**src/verilog/cid_pkg.sv**
```systemverilog
package cid_pkg;

  // Word layout
  localparam int WORD_W = 32;
  localparam int OP_HI = 31;
  localparam int OP_LO = 26;
  localparam int SRC_HI = 25;
  localparam int SRC_LO = 21;
  localparam int TGT_HI = 20;
  localparam int TGT_LO = 16;
  localparam int DST_HI = 15;
  localparam int DST_LO = 11;
  localparam int SHAMT_HI = 10;
  localparam int SHAMT_LO = 6;
  localparam int FUNC_HI = 5;
  localparam int FUNC_LO = 0;
  localparam int IMM_HI = 15;
  localparam int IMM_LO = 0;
  localparam int JIDX_HI = 25;
  localparam int JIDX_LO = 0;
  localparam int JTGT_W = 28;
  localparam int JIDX_SHIFT = 2;

  // Architecture levels and restriction modes
  typedef enum logic [1:0] {
    CID_LEVEL_1,
    CID_LEVEL_2,
    CID_LEVEL_3,
    CID_LEVEL_4
  } cid_level_e;

  // Primary opcode values
  localparam logic [5:0] OP_REG_CLASS = 6'h00;
  localparam logic [5:0] OP_REG_IMMEDIATE_CLASS = 6'h01;
  localparam logic [5:0] OP_SYSTEM_COPROC_CLASS = 6'h10;
  localparam logic [5:0] OP_FPU_CLASS = 6'h11;
  localparam logic [5:0] OP_COPROC2_CLASS = 6'h12;
  localparam logic [5:0] OP_SPARE_FPU_EXT = 6'h13;
  localparam logic [5:0] OP_LOAD_LINKED = 6'h30;
  localparam logic [5:0] OP_STORE_CONDITIONAL = 6'h38;
  localparam logic [5:0] OP_PREFETCH = 6'h33;

  // Register class function values
  localparam logic [5:0] FN_FPU_COND_MOVE = 6'h01;
  localparam logic [5:0] FN_BARRIER = 6'h0f;

  typedef enum logic [2:0] {
    CID_FMT_IMM,
    CID_FMT_JUMP,
    CID_FMT_REG,
    CID_FMT_REG_IMMEDIATE_CLASS,
    CID_FMT_COPROC
  } cid_fmt_e;

  // Decoded identity: class of the word plus the selecting code
  typedef enum logic [3:0] {
    CID_CLS_NONE,
    CID_CLS_PRIMARY,
    CID_CLS_REG_OP,
    CID_CLS_REG_IMMEDIATE,
    CID_CLS_SYSTEM_COPROC,
    CID_CLS_FPU,
    CID_CLS_FPU_EXTENDED,
    CID_CLS_FPU_COND_MOVE,
    CID_CLS_COPROC2,
    CID_CLS_SPARE_COPROC,
    CID_CLS_COPROC_MEM
  } cid_class_e;

  typedef struct packed {
    logic valid;
    logic reserved;
    cid_fmt_e fmt;
    cid_class_e cls;
    logic [5:0] opcode;
    logic [5:0] sub_code;
    logic [4:0] source_reg_field;
    logic [4:0] target_reg_field;
    logic [4:0] dest_reg_field;
    logic [4:0] shift_amount_field;
    logic [5:0] function_field;
    logic [31:0] simm;
    logic [27:0] jump_target;
  } cid_dec_s;

  typedef struct packed {
    cid_dec_s out;
  } cid_state_s;

endpackage
```
**src/verilog/cid_decoder.sv**
```systemverilog
`timescale 1ns/1ps
module cid_decoder #(
  parameter cid_pkg::cid_level_e IMPL_LEVEL = cid_pkg::CID_LEVEL_4
) (
  input wire logic core_clk,
  input wire logic arst_n,
  input wire logic instr_valid,
  input wire logic [31:0] instr_word,
  input wire cid_pkg::cid_level_e mode_level,
  output cid_pkg::cid_dec_s dec_out
);

  cid_pkg::cid_state_s state_reg;
  cid_pkg::cid_state_s state_next;
  cid_pkg::cid_level_e lvl;
  logic [5:0] op;
  logic [5:0] fn;
  logic [4:0] tf;
  logic ok;
  logic lvl2;
  logic lvl3;
  logic lvl4;
  logic fn_def;
  cid_pkg::cid_level_e fn_min;

  // Active level is the lower of the implemented one and the selected mode
  always_comb
  begin
    lvl = (mode_level > IMPL_LEVEL) ? IMPL_LEVEL : mode_level;
  end

  assign lvl2 = (lvl >= cid_pkg::CID_LEVEL_2);
  assign lvl3 = (lvl >= cid_pkg::CID_LEVEL_3);
  assign lvl4 = (lvl == cid_pkg::CID_LEVEL_4);

  assign op = instr_word[cid_pkg::OP_HI:cid_pkg::OP_LO];
  assign fn = instr_word[cid_pkg::FUNC_HI:cid_pkg::FUNC_LO];
  assign tf = instr_word[cid_pkg::TGT_HI:cid_pkg::TGT_LO];

  // Function-field table: entry present and the lowest level defining it
  always_comb
  begin
    fn_def = 1'b1;
    fn_min = cid_pkg::CID_LEVEL_1;
    case (fn[5:3])
      3'h0:
      begin
        case (fn[2:0])
          3'h0: fn_min = cid_pkg::CID_LEVEL_1;
          3'h1: fn_min = cid_pkg::CID_LEVEL_4;
          3'h2: fn_min = cid_pkg::CID_LEVEL_1;
          3'h3: fn_min = cid_pkg::CID_LEVEL_1;
          3'h4: fn_min = cid_pkg::CID_LEVEL_1;
          3'h5: fn_def = 1'b0;
          3'h6: fn_min = cid_pkg::CID_LEVEL_1;
          default: fn_min = cid_pkg::CID_LEVEL_1;
        endcase
      end
      3'h1:
      begin
        case (fn[2:0])
          3'h0: fn_min = cid_pkg::CID_LEVEL_1;
          3'h1: fn_min = cid_pkg::CID_LEVEL_1;
          3'h2: fn_min = cid_pkg::CID_LEVEL_4;
          3'h3: fn_min = cid_pkg::CID_LEVEL_4;
          3'h4: fn_min = cid_pkg::CID_LEVEL_1;
          3'h5: fn_min = cid_pkg::CID_LEVEL_1;
          3'h6: fn_def = 1'b0;
          default: fn_min = cid_pkg::CID_LEVEL_2;
        endcase
      end
      3'h2:
      begin
        case (fn[2:0])
          3'h0: fn_min = cid_pkg::CID_LEVEL_1;
          3'h1: fn_min = cid_pkg::CID_LEVEL_1;
          3'h2: fn_min = cid_pkg::CID_LEVEL_1;
          3'h3: fn_min = cid_pkg::CID_LEVEL_1;
          3'h4: fn_min = cid_pkg::CID_LEVEL_3;
          3'h5: fn_def = 1'b0;
          3'h6: fn_min = cid_pkg::CID_LEVEL_3;
          default: fn_min = cid_pkg::CID_LEVEL_3;
        endcase
      end
      3'h3:
      begin
        case (fn[2:0])
          3'h0: fn_min = cid_pkg::CID_LEVEL_1;
          3'h1: fn_min = cid_pkg::CID_LEVEL_1;
          3'h2: fn_min = cid_pkg::CID_LEVEL_1;
          3'h3: fn_min = cid_pkg::CID_LEVEL_1;
          3'h4: fn_min = cid_pkg::CID_LEVEL_3;
          3'h5: fn_min = cid_pkg::CID_LEVEL_3;
          3'h6: fn_min = cid_pkg::CID_LEVEL_3;
          default: fn_min = cid_pkg::CID_LEVEL_3;
        endcase
      end
      3'h4:
      begin
        case (fn[2:0])
          3'h0: fn_min = cid_pkg::CID_LEVEL_1;
          3'h1: fn_min = cid_pkg::CID_LEVEL_1;
          3'h2: fn_min = cid_pkg::CID_LEVEL_1;
          3'h3: fn_min = cid_pkg::CID_LEVEL_1;
          3'h4: fn_min = cid_pkg::CID_LEVEL_1;
          3'h5: fn_min = cid_pkg::CID_LEVEL_1;
          3'h6: fn_min = cid_pkg::CID_LEVEL_1;
          default: fn_min = cid_pkg::CID_LEVEL_1;
        endcase
      end
      3'h5:
      begin
        case (fn[2:0])
          3'h0: fn_def = 1'b0;
          3'h1: fn_def = 1'b0;
          3'h2: fn_min = cid_pkg::CID_LEVEL_1;
          3'h3: fn_min = cid_pkg::CID_LEVEL_1;
          3'h4: fn_min = cid_pkg::CID_LEVEL_3;
          3'h5: fn_min = cid_pkg::CID_LEVEL_3;
          3'h6: fn_min = cid_pkg::CID_LEVEL_3;
          default: fn_min = cid_pkg::CID_LEVEL_3;
        endcase
      end
      3'h6:
      begin
        case (fn[2:0])
          3'h0: fn_min = cid_pkg::CID_LEVEL_2;
          3'h1: fn_min = cid_pkg::CID_LEVEL_2;
          3'h2: fn_min = cid_pkg::CID_LEVEL_2;
          3'h3: fn_min = cid_pkg::CID_LEVEL_2;
          3'h4: fn_min = cid_pkg::CID_LEVEL_2;
          3'h5: fn_def = 1'b0;
          3'h6: fn_min = cid_pkg::CID_LEVEL_2;
          default: fn_def = 1'b0;
        endcase
      end
      3'h7:
      begin
        case (fn[2:0])
          3'h0: fn_min = cid_pkg::CID_LEVEL_3;
          3'h1: fn_def = 1'b0;
          3'h2: fn_min = cid_pkg::CID_LEVEL_3;
          3'h3: fn_min = cid_pkg::CID_LEVEL_3;
          3'h4: fn_min = cid_pkg::CID_LEVEL_3;
          3'h5: fn_def = 1'b0;
          3'h6: fn_min = cid_pkg::CID_LEVEL_3;
          default: fn_min = cid_pkg::CID_LEVEL_3;
        endcase
      end
      default: fn_def = 1'b0;
    endcase
  end

  always_comb
  begin
    state_next = state_reg;
    ok = 1'b0;
    state_next.out.valid = instr_valid;
    state_next.out.opcode = op;
    state_next.out.source_reg_field = instr_word[cid_pkg::SRC_HI:cid_pkg::SRC_LO];
    state_next.out.target_reg_field = tf;
    state_next.out.dest_reg_field = instr_word[cid_pkg::DST_HI:cid_pkg::DST_LO];
    state_next.out.shift_amount_field = instr_word[cid_pkg::SHAMT_HI:cid_pkg::SHAMT_LO];
    state_next.out.function_field = fn;
    state_next.out.simm = {{16{instr_word[cid_pkg::IMM_HI]}},
                           instr_word[cid_pkg::IMM_HI:cid_pkg::IMM_LO]};
    state_next.out.jump_target = {instr_word[cid_pkg::JIDX_HI:cid_pkg::JIDX_LO],
                                  2'b00};
    state_next.out.sub_code = op;
    state_next.out.fmt = cid_pkg::CID_FMT_IMM;
    state_next.out.cls = cid_pkg::CID_CLS_PRIMARY;
    // Opcode row then column
    case (op[5:3])
      3'h0:
      begin
        case (op[2:0])
          3'h0:
          begin
            // Register class by function row and column
            state_next.out.fmt = cid_pkg::CID_FMT_REG;
            state_next.out.cls = cid_pkg::CID_CLS_REG_OP;
            state_next.out.sub_code = fn;
            ok = fn_def && (lvl >= fn_min);
            if (fn == cid_pkg::FN_FPU_COND_MOVE)
            begin
              state_next.out.cls = cid_pkg::CID_CLS_FPU_COND_MOVE;
              ok = lvl4;
            end
          end
          3'h1:
          begin
            // Register-immediate class by target field
            state_next.out.fmt = cid_pkg::CID_FMT_REG_IMMEDIATE_CLASS;
            state_next.out.cls = cid_pkg::CID_CLS_REG_IMMEDIATE;
            state_next.out.sub_code = {1'b0, tf};
            case (tf[4:3])
              2'h0, 2'h2: ok = (tf[2:0] <= 3'h1) || (lvl2 && tf[2:0] <= 3'h3);
              2'h1: ok = lvl2 && (tf[2:0] != 3'h5) && (tf[2:0] != 3'h7);
              default: ok = 1'b0;
            endcase
          end
          3'h2, 3'h3:
          begin
            state_next.out.fmt = cid_pkg::CID_FMT_JUMP;
            ok = 1'b1;
          end
          default: ok = 1'b1;
        endcase
      end
      3'h1: ok = 1'b1;
      3'h2:
      begin
        if (op[2])
        begin
          ok = lvl2;
        end
        else
        begin
          state_next.out.fmt = cid_pkg::CID_FMT_COPROC;
          case (op[1:0])
            2'h0:
            begin
              state_next.out.cls = cid_pkg::CID_CLS_SYSTEM_COPROC;
              ok = 1'b1;
            end
            2'h1:
            begin
              state_next.out.cls = cid_pkg::CID_CLS_FPU;
              ok = 1'b1;
            end
            2'h2:
            begin
              state_next.out.cls = cid_pkg::CID_CLS_COPROC2;
              ok = 1'b1;
            end
            default:
            begin
              // Spare coprocessor below level four, extended fpu at four
              if (lvl4)
              begin
                state_next.out.cls = cid_pkg::CID_CLS_FPU_EXTENDED;
                ok = 1'b1;
              end
              else
              begin
                state_next.out.cls = cid_pkg::CID_CLS_SPARE_COPROC;
                ok = (IMPL_LEVEL <= cid_pkg::CID_LEVEL_2);
              end
            end
          endcase
        end
      end
      3'h3: ok = lvl3 && (op[2:0] <= 3'h3);
      3'h4: ok = (op[2:0] != 3'h7) || lvl3;
      3'h5: ok = (op[2:0] <= 3'h3) || (op[2:0] == 3'h6) || (lvl2 && op[2:0] == 3'h7)
                 || (lvl3 && (op[2:0] == 3'h4 || op[2:0] == 3'h5));
      default:
      begin
        // Rows 110 and 111: linked access, coprocessor and doubleword memory
        case (op[2:0])
          3'h0: ok = lvl2;
          3'h1, 3'h2:
          begin
            state_next.out.cls = cid_pkg::CID_CLS_COPROC_MEM;
            ok = 1'b1;
          end
          3'h3:
          begin
            if (lvl4 && op == cid_pkg::OP_PREFETCH)
            begin
              ok = 1'b1;
            end
            else
            begin
              state_next.out.cls = cid_pkg::CID_CLS_SPARE_COPROC;
              ok = (IMPL_LEVEL <= cid_pkg::CID_LEVEL_2);
            end
          end
          3'h4: ok = lvl3;
          3'h5, 3'h6:
          begin
            state_next.out.cls = cid_pkg::CID_CLS_COPROC_MEM;
            ok = lvl2;
          end
          default:
          begin
            if (lvl3)
            begin
              ok = 1'b1;
            end
            else
            begin
              state_next.out.cls = cid_pkg::CID_CLS_SPARE_COPROC;
              ok = lvl2 && (IMPL_LEVEL <= cid_pkg::CID_LEVEL_2);
            end
          end
        endcase
      end
    endcase
    state_next.out.reserved = instr_valid && !ok;
    if (!ok)
    begin
      state_next.out.cls = cid_pkg::CID_CLS_NONE;
    end
  end

  always_ff @(posedge core_clk or negedge arst_n)
  begin
    if (!arst_n)
    begin
      state_reg <= '0;
    end
    else
    begin
      state_reg <= state_next;
    end
  end

  assign dec_out = state_reg.out;

endmodule

```
**config.mk**
```make
export PLATFORM = sky130hd
export DESIGN_NAME = cid_decoder
export DESIGN_NICKNAME = d
export VERILOG_FILES = /design/src/verilog/cid_pkg.sv /design/src/verilog/cid_decoder.sv
export SDC_FILE = /design/constraint.sdc
export NUM_CORES = 1
export LEC_CHECK = 0
export BUFFER_PORTS_ARGS = -buffer_cell sky130_fd_sc_hd__buf_4
export CORE_MARGIN = 1
export CORE_UTILIZATION = 45
export CTS_BUF_LIST = sky130_fd_sc_hd__clkbuf_4 sky130_fd_sc_hd__clkbuf_8
export DETAILED_ROUTE_END_ITERATION = 6
export PLACE_DENSITY = 0.81
export SLEW_MARGIN = 0
export SYNTH_ARGS = -nofsm -noshare
export SYNTH_HDL_FRONTEND = slang
export SYNTH_SLANG_ARGS = --single-unit
```
**constraint.sdc**
```tcl
create_clock -name core_clk -period 1.3 [get_ports core_clk]
set_clock_uncertainty 0.2 [all_clocks]
set_input_delay 0.26 -clock core_clk [delete_from_list [all_inputs] [get_ports core_clk]]
set_output_delay 0.26 -clock core_clk [all_outputs]
set_load 0.02 [all_outputs]
```
# Word-level counts from Yosys, hierarchy flattened
# Cells that the tools add are included.
[word_totals]
regBits = 89
latchBits = 0
ram_bits = 0
mem_bits_ro = 0
input_bits = 37
word_cells = 132
memories = 0
[classes]
addsub = 0
n_mul = 0
div_mod_pow = 0
n_lt_le_gt_ge = 7
n_eq_ne = 35
shift = 0
muxes = 38
bitwise = 0
reduce_logical = 39
[ops]
columns = ["op", "n"]
rows = [
  ["$eq 3x3->1 const B", 13],
  ["$pmux 4 s3", 3],
  ["$eq 3x2->1 const B", 8],
  ["$reduce_or 2->1", 9],
  ["$mux 4", 4],
  ["$pmux 2 s7", 1],
  ["$eq 3x1->1 const B", 4],
  ["$logic_not 3->1", 4],
  ["$mux 1", 12],
  ["$pmux 6 s2", 1],
  ["$reduce_or 4->1", 3],
  ["$mux 2", 5],
  ["$reduce_or 5->1", 2],
  ["$logic_and 1x1->1", 9],
  ["$ne 3x3->1 const B", 3],
  ["$pmux 4 s2", 1],
  ["$mux 7", 1],
  ["$eq 2x2->1 const B", 3],
  ["$eq 6x1->1 const B", 1],
  ["$eq 6x6->1 const B", 1],
  ["$le 3x2->1 const B", 2],
  ["$logic_or 1x1->1", 6],
  ["$mux 6", 1],
  ["$pmux 1 s6", 1],
  ["other kinds (17)", 21],
]

# Depth between registers and ports, before layout
[depth]
depth_word = 11
ltp_mapped = 10

# Worst setup path after synthesis
# OpenSTA, ideal clock, no wires.
[synth_path]
path_kind = "in2reg"
start = "in instr_word[3]"
end = "reg state_reg (netlist bit dec_out[105])"
setup_ns = 0.126
arrival_time_ns = 2.023
t_required_ns = 0.974
setup_slack_ns = -1.049
cell_stages = 10
n_path_buf = 1
cell_sequence = "buf_2 > nor3b_1 > o21ai_0 > a21oi_1 > a31oi_1 > ha_1 > a21oi_1 > a311oi_1 > a31oi_2 > o311a_1"
[synth_rtl]
columns = ["element", "line_no", "text"]
rows = [
  ["start, declared", "cid_decoder.sv:8", "input wire logic [31:0] instr_word,"],
  ["end signal, assigned", "cid_decoder.sv:315", "state_reg <= state_next;"],
  ["end, declared", "cid_decoder.sv:13", "cid_pkg::cid_state_s state_reg;"],
]

==> impl_results.md <==
* Status: finished with violations
* Violated checks: setup timing
* Fin util at 90.9%
* Largest family of logic cells by synthesized area: buffers and inverters
* CP Class: input port to register
* Worst setup margin at -0.749 ns
* RSZ-0062 raised after global routing: true
* Met1 Usage GRT at 36.3%
* WL final at 10.7 mm
* Clk slew on worst S/H paths at 0.11 ns
* Vias in the first global route at 2539
* Crit path launch: instr_word[1]
* Die Width at 75.7 um
* Die Ht at 75.7 um
* XOR/XNOR Fraction of Synth Area at 0.358%
* Hold Crit Start: instr_word[2]
* Initial Util at 47.3%
* Post-synthesis cell type count at 51
* Clock Power Share at 28.0%
* Via density at 5.46
* Sequential fraction of the synthesis area at 48.1%
* Worst Setup End Kind: register
* H-tree levels at 2
* Crit path time final at 2.05 ns
* Setup violators final at 103
* Post-synth EDFFs at 0
* Final Non-Filler Cells at 470
* Slew Viols, Final at 0
* Fmax at 488 MHz
* Pwr/cell area at 883 nW/um2
* First-pass GRT wire length at 13.8 mm
* CTS tree: done
* Min-Delay Endpoint: dec_out[30]$_DFF_PN0_
* Most frequent cells after synthesis: 61 x buf_4, 47 x dfrtp_1, 12 x nand2_1, 12 x nor2_1
* Initial drt markers at 149
* Mux contribution to synthesized area at 1.64%
* Max cap viols at 0
* CP cell instances: buf_12 > nor3b_4 > o21ai_1 > a21oi_1 > a31oi_1 > ha_1 > a21oi_2 > a311oi_2 > a31oi_2 > o311a_1
* Worst stage delay on the critical path at 0.32 ns
* Post-Syn Area per Cell at 10.6 um2
* Post-synth top area cell: dfrtp_1
* CTS Buf Count at 5
* Hold Path Class: input port to register
* Pre-antenna DRT Iters at 5
* Largest fanout on the critical path at 5
* Final Hold Viols at 0
* Vias at 2567
* Largest net degree at the start of global routing at 18
* Share of cells above drive strength 1 at 63.5%
* Compound-Gate Fraction of Synth Area at 13.5%
* Core ar. at 5170 um2
* Switching fraction of total power at 31.9%
* Root Buffer Master: clkbuf_8
* Yosys warns at 0
* Top cells by area, synth: dfrtp_1 48%, buf_4 19%, nand2_1 1.8%
* Synth Register Bits at 47
* Combinational Power Share at 33.1%
* Post-route ant nets at 0
* Initial antenna violation count at 0
* LEAKAGE at 0.00223 uW
* # IOs at 144
* Top Usage Layer GRT: met2
* Ys async rst share at 100%
* Post-route DRC at 0
* Post-synth top area share at 48.1%
* Most common cell in the netlist: buf_4
* Post-Synth Simple-Gate Area at 12.5%
* Worst IR Drop VDD at 0.000812 V
* Global-route usage over all layers at 34.2%
* Met2 Track Usage GR at 63.2%
* Psw at 1320 uW
* FP Rows at 26
* Max FFs per register at 47
* Synth Flop Type: dfrtp_1
* GR Layer Usage met3 at 6.75%
* Critical Path RT at 1.29 ns
* Die area at 5730 um2
* Final nets at 438
* Grt ovf at 0
* Hpwl dp at 5.08 mm
* CP Launch Type: input port
* IO Port Bufs at 141
* Pint at 2830 uW
* Sequential share of power at 38.9%
* Fin crit share at 158%
* CTS Buffer Depth at 2
* Placement Setup Slack at -1.07 ns
* Cells after Synth at 230
* Adder-cell share of the synthesized area at 1.02%
* Crit path DAT at 2.04 ns
* Layout area overhead at 92.3%
* Area of the mapped netlist at 2450 um2
* Average wire per standard cell at 22.8 um
* Clk sinks at 47
* GP Congestion at 0.929
* Crit-path slowest cell: o311a_1
* Antenna Diode Count at 0
* WHS Path Cells at 2
* Cells after DPL at 422
[power groups by stage]
| stage | Sequential [uW] | Clock, uW | Combinational (uW) |
|---|---|---|---|
| after global placement | 1610 | 0 | 960 |
| after global routing | 1620 | 1200 | 1430 |
| final | 1620 | 1160 | 1380 |
| after floorplan | 1700 | 0 | 471 |
| after CTS | 1600 | 1130 | 1250 |
| after detailed placement | 1610 | 0 | 979 |
[area by class of cell]
cell class	count	area [um2]
repair buffers	231	2370
flip-flops and latches	47	1180
multi-input cells	107	917
fillers	168	469
well taps	70	87.6
clock buffers	5	68.8
clock inverters	3	47.5
inverters	7	28.8
[worst max-delay path: cells and delay by family]
kind | cells | cell delay [ns]
AOI/OAI and AO/OA | 7 | 1.10
adders and majority gates | 1 | 0.31
and+or+nand+nor | 1 | 0.25
buffers and inverters | 1 | 0.11
[how the worst max path moves through the flow]
stage	to	slack [ns]	depth (start not counted)
floorplan	dec_out[105]$_DFF_PN0_	-0.87	10
global placement	dec_out[105]$_DFF_PN0_	-1.02	10
detailed placement	dec_out[105]$_DFF_PN0_	-1.07	10
CTS	dec_out[105]$_DFF_PN0_	-0.70	10
global route	dec_out[105]$_DFF_PN0_	-0.82	10
finish	dec_out[105]$_DFF_PN0_	-0.75	10
[kinds of logic (layout without fill, tap and decap cells)]
logic type / after synthesis / in the layout
adder cells (fa/ha/maj): 2 / 2
AND/OR/NAND/NOR: 53 / 53
multiplexers: 4 / 4
other: 1 / 2
AO/OA/AOI/OAI: 45 / 45
buffers and inverters: 77 / 246
flip-flops: 47 / 47
XOR/XNOR: 1 / 1
[stage by stage]
stage                     cell area (um2)  total power (uW)  hold WS [ns]  TNS [ns]
after floorplan                      2500              2180        -0.236     -4.03
after global placement               3500              2570       -0.0481     -6.73
after detailed placement             3500              2590       -0.0459     -6.93
after CTS                            4560              3980        0.0448    -11.44
after global routing                 4700              4260        0.0722    -13.61
final                                4700              4150        0.0731    -11.60
[metal layers]
| metal | share of wire [%] | vias up | wire (um) |
|---|---|---|---|
| met4 | 5.6 | 0 | 601 |
| met5 | 0 | - | 0 |
| met3 | 7.7 | 60 | 822 |
| li1 | - | 1061 | - |
| met2 | 53 | 196 | 5660 |
| met1 | 34 | 1250 | 3620 |
[cell usage in the layout, fill, tap and decap left out, types with 3 or more instances in the layout]
cell           instances
nor2_1                 8
a21oi_1                3
or2_4                  3
dfrtp_2                5
inv_1                  5
dlygate4sd3_1         31
dfrtp_1               42
buf_8                 13
nand2b_1               4
o21ai_0                4
buf_6                113
o21ai_1                4
nand2_1                8
a21oi_2                3
a31oi_1                3
nand3_1                3
buf_12                 3
mux2i_1                3
buf_4                 71
clkbuf_8               5
[what timing repair did]
action | CTS | global route
hold endpoints to repair | 77 | 0
endpoints found under the setup margin | 102 | 115
pin swaps | 19 | 19
cloned | 3 | 0
buffers inserted | 3 | 8
resized for setup | 130 | 55
hold buffers | 31 | 0
No activity file was read; power rests on OpenSTA's default activity.
